==> config.mk <==
export PLATFORM = sky130hd
export DESIGN_NAME = qac_top
export DESIGN_NICKNAME = d
export VERILOG_FILES = /design/src/verilog/qac_top.v
export VERILOG_INCLUDE_DIRS = /design/src /design/src/verilog
export SDC_FILE = /design/constraint.sdc
export NUM_CORES = 1
export LEC_CHECK = 0
export BUFFER_PORTS_ARGS = -buffer_cell sky130_fd_sc_hd__buf_2
export CAP_MARGIN = 5
export CELL_PAD_IN_SITES_DETAIL_PLACEMENT = 1
export CELL_PAD_IN_SITES_GLOBAL_PLACEMENT = 1
export CORE_MARGIN = 5
export CORE_UTILIZATION = 50
export DETAILED_ROUTE_END_ITERATION = 16
export PLACE_DENSITY = 0.82
export SLEW_MARGIN = 20
export SYNTH_ARGS = -nofsm -noshare
export SYNTH_HDL_FRONTEND = slang
export SYNTH_SLANG_ARGS = --single-unit
==> constraint.sdc <==
create_clock -name i_clock -period 5.1 [get_ports i_clock]
set_input_delay 1.02 -clock i_clock [delete_from_list [all_inputs] [get_ports i_clock]]
set_output_delay 1.02 -clock i_clock [all_outputs]
set_load 0.02 [all_outputs]
==> src/verilog/qac_regs.vh <==
// Register offsets, reset values and timing constants of the converter control
// Operation
// - Stabiliser on regenerates the falling edge for a 50% internal clock.
// - After a clock rate change the loop relocks within 1.5 to 5 us.
// - Power saving is entered by register command or by the pin high.
// - In power saving the data output drivers go high impedance.
// - Pin returning low leaves power saving and resumes conversion.
// - Full power-down stops reference, buffer, bias, clock; standby keeps reference.
// - Configuration uses three-wire serial port with one bidirectional data line.
// - Port config holds soft reset, LSB-first, 16-bit address, mirrored, reset 0x18.
// - Channel select picks channels and clock outputs for local writes; resets 0x3F.
// - Writing one to transfer bit 0 commits staged writes into operation.
// - Power mode bits 1:0: normal, full power-down, standby, reset.
// - A bit chooses pin action: zero full power-down, one standby.
// - Clock register bit 0 zero turns stabiliser on; reset value 0x01.
// - Three-bit divider field divides input clock by field plus one.
// - Four-bit test mode replaces conversion data with a selected pattern.
// - User pattern sub-mode: repeat, alternate, once, or alternate once.
// - Separate bits hold long and short pseudo-random generators in reset.
// - Offset trim adds signed -128..+127 LSB to each selected channel.
// - Output mode bit 0 picks offset binary or two's complement; reset 0x01.
// - Phase bits 6:4 delay sampling by that many input clocks; reset 0x03.
// - Framing bits 6:4 pick lane mode, bit 7 LSB first; reset 0x30.
// - Sync register: bit 0 enables divider sync, bit 1 next pulse only.
// - Each accepted sync returns the divider to its initial count.
`ifndef QAC_REGS_VH
`define QAC_REGS_VH

// ----------------------------------------
// Register offsets
// ----------------------------------------
`define QAC_A_SPI_CFG   13'h0000
`define QAC_A_PART_ID   13'h0001
`define QAC_A_SPEED     13'h0002
`define QAC_A_CH_SEL    13'h0005
`define QAC_A_PWR_MODE  13'h0008
`define QAC_A_CLK_STAB  13'h0009
`define QAC_A_CLK_DIV   13'h000B
`define QAC_A_CHOP      13'h000C
`define QAC_A_TEST      13'h000D
`define QAC_A_OFFSET    13'h0010
`define QAC_A_OUT_FMT   13'h0014
`define QAC_A_OUT_DRV   13'h0015
`define QAC_A_PHASE     13'h0016
`define QAC_A_FS_SEL    13'h0018
`define QAC_A_PAT1_LO   13'h0019
`define QAC_A_PAT1_HI   13'h001A
`define QAC_A_PAT2_LO   13'h001B
`define QAC_A_PAT2_HI   13'h001C
`define QAC_A_FRAMING   13'h0021
`define QAC_A_LANE      13'h0022
`define QAC_A_COMMIT    13'h00FF
`define QAC_A_RATE      13'h0100
`define QAC_A_PULLDN    13'h0101
`define QAC_A_CM_PWR    13'h0102
`define QAC_A_THRESH    13'h0106
`define QAC_A_SYNC      13'h0109

// ----------------------------------------
// Reset values
// ----------------------------------------
`define QAC_R_SPI_CFG   8'h18
`define QAC_R_CH_SEL    8'h3F
`define QAC_R_CLK_STAB  8'h01
`define QAC_R_OUT_FMT   8'h01
`define QAC_R_PHASE     8'h03
`define QAC_R_FRAMING   8'h30
`define QAC_R_ZERO      8'h00

// ----------------------------------------
// Field positions
// ----------------------------------------
`define QAC_B_PIN_STBY  5
`define QAC_B_PN_LONG   5
`define QAC_B_PN_SHORT  4
`define QAC_B_SYNC_EN   0
`define QAC_B_SYNC_ONCE 1

// ----------------------------------------
// Power modes and test modes
// ----------------------------------------
`define QAC_PM_NORMAL   2'h0
`define QAC_PM_FULL     2'h1
`define QAC_PM_STBY     2'h2
`define QAC_PM_RESET    2'h3
`define QAC_TM_OFF      4'h0
`define QAC_TM_MID      4'h1
`define QAC_TM_POSFS    4'h2
`define QAC_TM_NEGFS    4'h3
`define QAC_TM_CHECK    4'h4
`define QAC_TM_PNLONG   4'h5
`define QAC_TM_PNSHORT  4'h6
`define QAC_TM_WORDTGL  4'h7
`define QAC_TM_USER     4'h8
`define QAC_TM_BITTGL   4'h9
`define QAC_TM_SYNC     4'hA
`define QAC_TM_ONEBIT   4'hB

// ----------------------------------------
// Timing
// ----------------------------------------
`define QAC_CLK_NS      100
`define QAC_RELOCK_NS   5000
`define QAC_RELOCK_CYC  ((`QAC_RELOCK_NS + `QAC_CLK_NS - 1) / `QAC_CLK_NS)

`endif

==> src/verilog/qac_top.v <==
// Serial configuration port, register bank, clock control and output datapath
`timescale 1ns/1ns
`include "qac_regs.vh"

module qac_top #(
	parameter       NCH     = 4,
	parameter       DW      = 14,
	parameter [7:0] PART_ID = 8'h5A,  // Arbitrary identity value
	parameter [2:0] SPEED   = 3'h6
) (
	// Clock and reset
	input  wire              i_clock,
	input  wire              i_rst,
	// Three-wire serial port
	input  wire              i_spi_sclk,
	input  wire              i_spi_cs_n,
	input  wire              i_sdio_in,
	output reg               o_sdio_out,
	output wire              o_sdio_oe_n,
	// Pins
	input  wire              i_power_save_pin,
	input  wire              i_sync,
	input  wire [NCH*DW-1:0] i_adc_data,
	// Power, clock and framing status
	output wire              o_duty_cycle_stabiliser,
	output reg               o_relocking,
	output wire              o_ref_off,
	output wire              o_bias_off,
	output wire              o_clock_off,
	output wire              o_core_reset,
	output wire              o_out_hiz,
	output reg               o_sample_strobe,
	output wire [2:0]        o_framing_mode,
	output wire              o_framing_lsb_first,
	output wire [5:0]        o_clock_out_sel,
	// Channel data
	output reg  [NCH*DW-1:0] o_chan_data,
	output reg               o_chan_valid
);

	// ----------------------------------------
	// Registers
	// ----------------------------------------
	reg  [2:0]  spicfg_q;  // {lsb_first, soft_reset, addr16}
	reg  [7:0]  chsel_q, pwr_q, stab_q, div_q, chop_q, fmt_q, drv_q;
	reg  [7:0]  phase_q, fs_q, p1l_q, p1h_q, p2l_q, p2h_q, fram_q;
	reg  [7:0]  rate_q, pull_q, cm_q, thr_q, sync_q;
	reg  [7:0]  tm_q  [0:NCH-1];
	reg  [7:0]  ofs_q [0:NCH-1];
	reg  [7:0]  lane_q[0:NCH-1];
	reg  [2:0]  div_act_q, phase_act_q;
	reg  [7:0]  fram_act_q;
	reg         commit_q;
	integer     k;
	integer     j;
	localparam [7:0]   PHASE_RST = `QAC_R_PHASE;
	localparam integer RELOCK_N  = `QAC_RELOCK_CYC;

	// ----------------------------------------
	// Serial port
	// ----------------------------------------
	reg         sclk_q;
	reg  [5:0]  bit_q;
	reg  [15:0] instr_q;
	reg  [7:0]  sh_q;
	reg  [12:0] addr_q;
	reg         wr_q;
	reg  [7:0]  rd_data;
	reg         drive_q;
	wire        rise = i_spi_sclk & ~sclk_q;
	wire        fall = ~i_spi_sclk & sclk_q;
	wire        active = ~i_spi_cs_n;
	wire [15:0] instr_d = {instr_q[14:0], i_sdio_in};
	wire [7:0]  sh_d = {sh_q[6:0], i_sdio_in};
	wire [7:0]  wbyte = spicfg_q[2] ?
		{sh_d[0], sh_d[1], sh_d[2], sh_d[3],
		sh_d[4], sh_d[5], sh_d[6], sh_d[7]} : sh_d;
	wire        byte_end = active & rise & (bit_q[5:4] != 2'h0) &
		(bit_q[2:0] == 3'h7);
	wire        wr_stb = byte_end & ~wr_q;
	wire        soft_rst = spicfg_q[1];

	assign o_sdio_oe_n = ~drive_q;

	always @(posedge i_clock) begin
		sclk_q <= i_spi_sclk;
		if (i_rst | ~active) begin
			bit_q   <= 6'h00;
			drive_q <= 1'b0;
			wr_q    <= 1'b0;
			addr_q  <= 13'h0000;
			instr_q <= 16'h0000;
			sh_q    <= 8'h00;
			o_sdio_out <= 1'b0;
		end else begin
			if (rise) begin
				if (bit_q < 6'h10) begin
					instr_q <= instr_d;
				end else if (~wr_q) begin
					sh_q <= sh_d;
				end
				if (bit_q == 6'h0F) begin
					wr_q   <= instr_d[15];
					addr_q <= instr_d[12:0];
					sh_q   <= 8'h00;
				end
				if (byte_end) begin
					addr_q <= addr_q + 13'h0001;
				end
				bit_q <= (bit_q == 6'h17) ? 6'h10 : bit_q + 6'h01;
			end
			if (fall & wr_q & (bit_q >= 6'h10)) begin
				drive_q <= 1'b1;
				sh_q <= (bit_q == 6'h10) ? {rd_data[6:0], 1'b0} :
					{sh_q[6:0], 1'b0};
				o_sdio_out <= (bit_q == 6'h10) ?
					(spicfg_q[2] ? rd_data[0] : rd_data[7]) :
					sh_q[7];
				if (bit_q == 6'h10 && spicfg_q[2]) begin
					sh_q <= {rd_data[1], rd_data[2], rd_data[3],
						rd_data[4], rd_data[5], rd_data[6],
						rd_data[7], 1'b0};
				end
			end
		end
	end

	// ----------------------------------------
	// Read-back
	// ----------------------------------------
	reg [1:0] rch;
	always @* begin
		rch = 2'h0;
		for (j = NCH - 1; j >= 0; j = j - 1) begin
			if (chsel_q[j]) begin
				rch = j[1:0];
			end
		end
		case (addr_q)
		`QAC_A_SPI_CFG:  rd_data = {1'b0, spicfg_q[2], spicfg_q[1],
			spicfg_q[0], spicfg_q[0], spicfg_q[1], spicfg_q[2],
			1'b0};
		`QAC_A_PART_ID:  rd_data = PART_ID;
		`QAC_A_SPEED:    rd_data = {1'b0, SPEED, 4'h0};
		`QAC_A_CH_SEL:   rd_data = chsel_q;
		`QAC_A_PWR_MODE: rd_data = pwr_q;
		`QAC_A_CLK_STAB: rd_data = stab_q;
		`QAC_A_CLK_DIV:  rd_data = div_q;
		`QAC_A_CHOP:     rd_data = chop_q;
		`QAC_A_TEST:     rd_data = tm_q[rch];
		`QAC_A_OFFSET:   rd_data = ofs_q[rch];
		`QAC_A_OUT_FMT:  rd_data = fmt_q;
		`QAC_A_OUT_DRV:  rd_data = drv_q;
		`QAC_A_PHASE:    rd_data = phase_q;
		`QAC_A_FS_SEL:   rd_data = fs_q;
		`QAC_A_PAT1_LO:  rd_data = p1l_q;
		`QAC_A_PAT1_HI:  rd_data = p1h_q;
		`QAC_A_PAT2_LO:  rd_data = p2l_q;
		`QAC_A_PAT2_HI:  rd_data = p2h_q;
		`QAC_A_FRAMING:  rd_data = fram_q;
		`QAC_A_LANE:     rd_data = lane_q[rch];
		`QAC_A_RATE:     rd_data = rate_q;
		`QAC_A_PULLDN:   rd_data = pull_q;
		`QAC_A_CM_PWR:   rd_data = cm_q;
		`QAC_A_THRESH:   rd_data = thr_q;
		`QAC_A_SYNC:     rd_data = sync_q;
		default:         rd_data = 8'h00;
		endcase
	end

	// ----------------------------------------
	// Register writes, staging and soft reset
	// ----------------------------------------
	always @(posedge i_clock) begin
		commit_q <= wr_stb & (addr_q == `QAC_A_COMMIT) & wbyte[0];
		if (i_rst | soft_rst) begin
			spicfg_q <= 3'h1;
			chsel_q <= `QAC_R_CH_SEL;
			pwr_q   <= `QAC_R_ZERO;
			stab_q  <= `QAC_R_CLK_STAB;
			div_q   <= `QAC_R_ZERO;
			chop_q  <= `QAC_R_ZERO;
			fmt_q   <= `QAC_R_OUT_FMT;
			drv_q   <= `QAC_R_ZERO;
			phase_q <= `QAC_R_PHASE;
			fs_q    <= `QAC_R_ZERO;
			p1l_q   <= `QAC_R_ZERO;
			p1h_q   <= `QAC_R_ZERO;
			p2l_q   <= `QAC_R_ZERO;
			p2h_q   <= `QAC_R_ZERO;
			fram_q  <= `QAC_R_FRAMING;
			rate_q  <= `QAC_R_ZERO;
			pull_q  <= `QAC_R_ZERO;
			cm_q    <= `QAC_R_ZERO;
			thr_q   <= `QAC_R_ZERO;
			sync_q  <= `QAC_R_ZERO;
			div_act_q   <= 3'h0;
			phase_act_q <= PHASE_RST[6:4];
			fram_act_q  <= `QAC_R_FRAMING;
			for (k = 0; k < NCH; k = k + 1) begin
				tm_q[k]   <= `QAC_R_ZERO;
				ofs_q[k]  <= `QAC_R_ZERO;
				lane_q[k] <= `QAC_R_ZERO;
			end
		end else begin
			if (commit_q) begin
				div_act_q   <= div_q[2:0];
				phase_act_q <= phase_q[6:4];
				fram_act_q  <= fram_q;
			end
			if (wr_stb) begin
				case (addr_q)
				`QAC_A_SPI_CFG:  spicfg_q <= {wbyte[6] | wbyte[1],
					wbyte[5] | wbyte[2], wbyte[4] | wbyte[3]};
				`QAC_A_CH_SEL:   chsel_q <= {2'h0, wbyte[5:0]};
				`QAC_A_PWR_MODE: pwr_q   <= wbyte;
				`QAC_A_CLK_STAB: stab_q  <= wbyte;
				`QAC_A_CLK_DIV:  div_q   <= wbyte;
				`QAC_A_CHOP:     chop_q  <= wbyte;
				`QAC_A_OUT_FMT:  fmt_q   <= wbyte;
				`QAC_A_OUT_DRV:  drv_q   <= wbyte;
				`QAC_A_PHASE:    phase_q <= wbyte;
				`QAC_A_FS_SEL:   fs_q    <= wbyte;
				`QAC_A_PAT1_LO:  p1l_q   <= wbyte;
				`QAC_A_PAT1_HI:  p1h_q   <= wbyte;
				`QAC_A_PAT2_LO:  p2l_q   <= wbyte;
				`QAC_A_PAT2_HI:  p2h_q   <= wbyte;
				`QAC_A_FRAMING:  fram_q  <= wbyte;
				`QAC_A_RATE:     rate_q  <= wbyte;
				`QAC_A_PULLDN:   pull_q  <= wbyte;
				`QAC_A_CM_PWR:   cm_q    <= wbyte;
				`QAC_A_THRESH:   thr_q   <= wbyte;
				`QAC_A_SYNC:     sync_q  <= wbyte;
				default:         ;
				endcase
				for (k = 0; k < NCH; k = k + 1) begin
					if (chsel_q[k]) begin
						if (addr_q == `QAC_A_TEST) tm_q[k] <= wbyte;
						if (addr_q == `QAC_A_OFFSET) ofs_q[k] <= wbyte;
						if (addr_q == `QAC_A_LANE) lane_q[k] <= wbyte;
					end
				end
			end
		end
	end

	// ----------------------------------------
	// Power modes
	// ----------------------------------------
	wire pin_full = i_power_save_pin & ~pwr_q[`QAC_B_PIN_STBY];
	wire pin_stby = i_power_save_pin & pwr_q[`QAC_B_PIN_STBY];
	wire full_pd = (pwr_q[1:0] == `QAC_PM_FULL) | pin_full;
	wire standby = (pwr_q[1:0] == `QAC_PM_STBY) | pin_stby;

	assign o_ref_off    = full_pd;
	assign o_bias_off   = full_pd | standby;
	assign o_clock_off  = full_pd | standby;
	assign o_core_reset = (pwr_q[1:0] == `QAC_PM_RESET);
	assign o_out_hiz    = full_pd | standby;
	assign o_duty_cycle_stabiliser = ~stab_q[0];
	assign o_framing_mode      = fram_act_q[6:4];
	assign o_framing_lsb_first = fram_act_q[7];
	assign o_clock_out_sel     = chsel_q[5:0];

	// ----------------------------------------
	// Relock window, divider, sync and phase
	// ----------------------------------------
	reg  [6:0] relock_q;
	reg  [2:0] dcnt_q;
	reg        sync_q1, sync_done_q;
	reg  [7:0] ph_q;
	wire       sync_edge = i_sync & ~sync_q1;
	wire       sync_ok = sync_edge & sync_q[`QAC_B_SYNC_EN] &
		~(sync_q[`QAC_B_SYNC_ONCE] & sync_done_q);
	wire       div_tick = (dcnt_q == div_act_q) & ~o_clock_off;

	always @(posedge i_clock) begin
		sync_q1 <= i_sync;
		if (i_rst | soft_rst) begin
			relock_q    <= 7'h00;
			o_relocking <= 1'b0;
			dcnt_q      <= 3'h0;
			sync_done_q <= 1'b0;
			ph_q        <= 8'h00;
			o_sample_strobe <= 1'b0;
		end else begin
			if (commit_q & (div_q[2:0] != div_act_q) & ~stab_q[0]) begin
				relock_q    <= RELOCK_N[6:0];
				o_relocking <= 1'b1;
			end else if (relock_q != 7'h00) begin
				relock_q    <= relock_q - 7'h01;
				o_relocking <= (relock_q != 7'h01);
			end
			if (sync_ok) begin
				sync_done_q <= 1'b1;
			end else if (wr_stb & (addr_q == `QAC_A_SYNC)) begin
				sync_done_q <= 1'b0;
			end
			if (sync_ok) begin
				dcnt_q <= 3'h0;
			end else if (div_tick | (dcnt_q > div_act_q)) begin
				dcnt_q <= 3'h0;
			end else begin
				dcnt_q <= dcnt_q + 3'h1;
			end
			ph_q <= {ph_q[6:0], div_tick & ~sync_ok};
			o_sample_strobe <= (phase_act_q == 3'h0) ?
				(div_tick & ~sync_ok) : ph_q[phase_act_q - 3'h1];
		end
	end

	// ----------------------------------------
	// Per-channel output datapath
	// ----------------------------------------
	wire [15:0] pat1 = {p1h_q, p1l_q};
	wire [15:0] pat2 = {p2h_q, p2l_q};

	always @(posedge i_clock) begin
		if (i_rst) begin
			o_chan_valid <= 1'b0;
		end else begin
			o_chan_valid <= o_sample_strobe & ~o_out_hiz;
		end
	end

	genvar g;
	generate
		for (g = 0; g < NCH; g = g + 1) begin : g_ch
			reg  [8:0]    pns_q;
			reg  [22:0]   pnl_q;
			reg           tgl_q;
			reg  [1:0]    ucnt_q;
			reg  [DW-1:0] pat;
			wire [3:0]    tmode = tm_q[g][3:0];
			wire [1:0]    umode = tm_q[g][7:6];
			wire [DW:0]   sum = {1'b0, i_adc_data[g*DW +: DW]} +
				{{(DW-7){ofs_q[g][7]}}, ofs_q[g]};
			wire [DW-1:0] trim = (ofs_q[g][7] & sum[DW]) ?
				{DW{1'b0}} : (~ofs_q[g][7] & sum[DW]) ?
				{DW{1'b1}} : sum[DW-1:0];
			wire [DW-1:0] conv = fmt_q[0] ?
				{~trim[DW-1], trim[DW-2:0]} : trim;
			wire          ustop = umode[1] & (ucnt_q == 2'h3);
			wire [DW-1:0] usel = (umode[0] & tgl_q) ?
				pat2[15:16-DW] : pat1[15:16-DW];

			always @* begin
				case (tmode)
				`QAC_TM_OFF:     pat = conv;
				`QAC_TM_MID:     pat = {1'b1, {(DW-1){1'b0}}};
				`QAC_TM_POSFS:   pat = {DW{1'b1}};
				`QAC_TM_NEGFS:   pat = {DW{1'b0}};
				`QAC_TM_CHECK:   pat = tgl_q ? {(DW/2){2'h2}} :
					{(DW/2){2'h1}};
				`QAC_TM_PNLONG:  pat = pnl_q[DW-1:0];
				`QAC_TM_PNSHORT: pat = {pns_q, pns_q[DW-10:0]};
				`QAC_TM_WORDTGL: pat = {DW{tgl_q}};
				`QAC_TM_USER:    pat = ustop ? {DW{1'b0}} : usel;
				`QAC_TM_BITTGL:  pat = tgl_q ? {(DW/2){2'h2}} :
					{(DW/2){2'h1}};
				`QAC_TM_SYNC:    pat = {{(DW/2){1'b1}}, {(DW/2){1'b0}}};
				`QAC_TM_ONEBIT:  pat = {1'b1, {(DW-1){1'b0}}};
				default:         pat = conv;
				endcase
			end

			always @(posedge i_clock) begin
				if (i_rst | tm_q[g][`QAC_B_PN_SHORT]) begin
					pns_q <= 9'h1FF;
				end else if (o_sample_strobe) begin
					pns_q <= {pns_q[7:0], pns_q[8] ^ pns_q[4]};
				end
				if (i_rst | tm_q[g][`QAC_B_PN_LONG]) begin
					pnl_q <= 23'h7FFFFF;
				end else if (o_sample_strobe) begin
					pnl_q <= {pnl_q[21:0], pnl_q[22] ^ pnl_q[17]};
				end
				if (i_rst | (wr_stb & (addr_q == `QAC_A_TEST))) begin
					tgl_q  <= 1'b0;
					ucnt_q <= 2'h0;
				end else if (o_sample_strobe) begin
					tgl_q <= ~tgl_q;
					if (umode[1] & (ucnt_q != 2'h3) &
						(~umode[0] | tgl_q)) begin
						ucnt_q <= 2'h3;
					end
				end
				if (i_rst) begin
					o_chan_data[g*DW +: DW] <= {DW{1'b0}};
				end else if (o_out_hiz | (|lane_q[g][1:0])) begin
					o_chan_data[g*DW +: DW] <= {DW{1'b0}};
				end else if (o_sample_strobe) begin
					o_chan_data[g*DW +: DW] <= pat;
				end
			end
		end
	endgenerate

endmodule // qac_top

==> impl_results.md <==
* RSZ-0062 raised after global routing: no
* CP peak stage delay at 0.74 ns
* Clock tree root driver cell: clkbuf_16
* Total wire length at 99,680 um
* Hold slack at 0.4525 ns
* 1st-iter DRT viols at 2,146
* Placer Congestion at 0.9859
* # setup viols final at 0
* Post-route ant nets at 0
* Crit Path Max Fanout at 11
* Crit-path leading delay family: compound AO/OA/AOI/OAI gates
* Routing usage on met3 at 5.381%
* Required time worst endpoint at 5.65 ns
* GR Layer Usage met1 at 41.33%
* Post-CTS Resized at 0
* Hold buffers post-CTS at 0
* CTS Buffer Depth at 3
* CTS tree: done
* Total CTS buffers at 57
* Layout area overhead at 11.20%
* Grt ovf at 0
* Std-Cell Core Area at 53,920 um^2
* # fillers at 6,203
* Most used flip-flop cell after synthesis: dfxtp_1
* Final Cycle Share at 69.57%
* Vias per cell at 6.492
* Status: finished, final reports clean
* Hold Path Class: reg -> reg
* GRT Resource Usage Total at 32.25%
* Clock Skew at 0.02362 ns
* Util after Layout at 56.25%
* Netlist cell types at 99
* Clock Sink Count at 521
* Row cnt at 85
* Wire per inst at 25.91 um
* Area of the die at 59,320 um^2
* CTS clk-pin slew, worst paths at 0.06 ns
* Die span in x at 243.6 um
* Largest net degree at the start of global routing at 109
* Leak pwr at 0.01086 uW
* Antenna violations before repair at 1
* Max Transition Viols Final at 0
* Syn_nets at 3,202
* DRC viols at 0
* Fin cells at 3,847
* Vias post-DR at 24,980
* Final hold viol count at 0
* Postcts setup bufs at 0
* Dpl hpwl at 70,930 um
* Met2 usage at 53.82%
* Sequential share of the synthesized area at 41.76%
* Critical path endpoint category: flip-flop
* Worst-Margin Slew at 1.116 ns
* Setup CP Type: reg -> reg
* Critical Path AT at 4.10 ns
* CP Cell Sequence: ha_1 -> inv_1 -> fa_1 -> nor2b_1 -> o21ai_0 -> a21boi_0 -> o211ai_1 -> o21a_1 -> a21oi_1 -> o21ai_0 -> a31oi_1
* Rel. slew slack at 25.00%
* Synthesized area at 27,270 um^2
* Slowest-stage cell, CP: a21oi_1
* FF+latch count, synth at 521
* P per Cell Area at 318.3 nW/um^2
* Asr flop ratio synth at 0%
* Commonest non-fill, non-tap cell in the layout: dfxtp_1
* Post-layout net count at 3,240
* EDFF count, synth at 96
* Vias in the first global route at 25,220
* Yosys Warn Count at 0
* Max Freq at 281.9 MHz
* CP startpoint kind: flip-flop
* Commonest non-fill, non-tap cells in the layout: dfxtp_1, nor2_1, nand2_1, mux2i_1, a21oi_1
* # IOs at 140
* DIE HEIGHT at 243.6 um
* Post-Synthesis Cells at 3,064
* Most frequent CP cell: o21ai_0
* Share of layout cells above drive strength 1 at 12.22%
* Initial Utilization at 50.58%
* Syn_area_per_cell at 8.902 um^2
* H-Tree Level Count at 2
* First-pass GRT wire length at 152,500 um
* Dpl cells at 3,739
* Setup TNS at 0 ns
* Port buffer count at 139
* CP bufs+invs at 1
* Max-cap violations at 0
* Busiest grt layer: met2
* Max rail drop VDD at 0.2720 mV
* Clk Latency, worst-skew pair at 0.64 ns
* Min cycle time layout at 3.548 ns
* 1st-pass router iterations at 6
[logic make-up (layout without fill, tap and decap cells)]
logic type	count (synthesis)	in the layout	share of synthesized area, %
xor gates and xnor gates	61	61	1.959
and+or+nand+nor	1119	1119	19.15
muxes	230	230	9.693
other	0	1	0
AOI/OAI and AO/OA	782	782	19.47
adders and majority gates	76	76	3.587
DFF	521	521	41.76
buffers and inverters	275	361	4.376
[power by group]
group,leakage [uW],total [uW],internal (uW),switching (uW)
Sequential,0.00434,4380,4260,118
Clock,0.000960,4330,2520,1810
Combinational,0.00556,947,366,581
Total,0.0109,9650,7150,2510
[layout make-up]
class / instances / area, um^2 / area share [%]
Inverter: 69 / 259.0 / 0.8539
Clock buffer: 74 / 1562 / 5.148
Antenna cell: 1 / 2.502 / 0.008250
Tap cell: 696 / 870.8 / 2.871
Sequential cell: 521 / 11390 / 37.57
Multi-Input combinational cell: 2268 / 14820 / 48.85
Clock inverter: 33 / 371.6 / 1.225
Timing Repair Buffer: 185 / 1054 / 3.473
[worst min-delay path, delay by kind of cell (launching register included)]
kind | cells | cell delay (ns)
flip-flops | 1 | 0.31
AND/OR/NAND/NOR | 1 | 0.05
AO/OA/AOI/OAI | 1 | 0.05
[per-stage QoR]
| stage | power, uW | worst slack (ns) | cell area (um^2) |
|---|---|---|---|
| after floorplan | 5091 | 1.854 | 27270 |
| after global placement | 5353 | 1.279 | 28390 |
| after detailed placement | 5393 | 1.093 | 28390 |
| after CTS | 9682 | 1.636 | 30330 |
| after global routing | 9970 | 1.272 | 30330 |
| final | 9654 | 1.552 | 30330 |
[layer usage]
metal,up-vias,part of all wire [%],wire [um]
met5,-,0,0
met4,0,5.2,5182
met3,300,7.1,7040
met2,969,47,47300
met1,12430,40,40160
li1,11280,-,-
[state kept, by name, indices dropped and copies added (netlist names), 13 cells and up]
register     flops
addr_q          13
g_ch.pnl_q      92
g_ch.pns_q      36
instr_q         15
lane_q          32
o_chan_data     56
ofs_q           32
tm_q            32
[worst paths after layout]
path / startpoint / endpoint / slack (ns) / cells past startpoint
setup / recovery: ofs_q[0][0]$_SDFFCE_PN0P_ / o_chan_data[10]$_SDFFE_PP0P_ / 1.55 / 11
hold / removal: instr_q[14]$_SDFFE_PP0P_ / wr_q$_SDFFE_PP0P_ / 0.45 / 2
setup reg to reg: ofs_q[0][0]$_SDFFCE_PN0P_ / o_chan_data[10]$_SDFFE_PP0P_ / 1.55 / 11
hold reg to reg: instr_q[14]$_SDFFE_PP0P_ / wr_q$_SDFFE_PP0P_ / 0.45 / 2
[cells in the mapped netlist (25+ instances only)]
master | count | area share, %
a22oi_1 | 70 | 1.9
a31oi_1 | 32 | 0.73
nand2_1 | 350 | 4.8
nor3_1 | 55 | 1.0
nor2_1 | 406 | 5.6
mux2i_1 | 191 | 7.0
nor2b_1 | 25 | 0.57
nand4_1 | 26 | 0.60
inv_1 | 69 | 0.95
a221oi_1 | 32 | 1.0
nand3_1 | 93 | 1.7
buf_2 | 35 | 0.64
xnor2_1 | 45 | 1.4
o21ai_0 | 142 | 2.6
dfxtp_1 | 425 | 31
a21oi_1 | 158 | 2.9
edfxtp_1 | 96 | 11
clkbuf_1 | 134 | 1.8
mux4_2 | 26 | 2.1
ha_1 | 71 | 3.3
o211ai_1 | 28 | 0.77
a211oi_1 | 138 | 3.8
(Power assumes the default switching activity.)
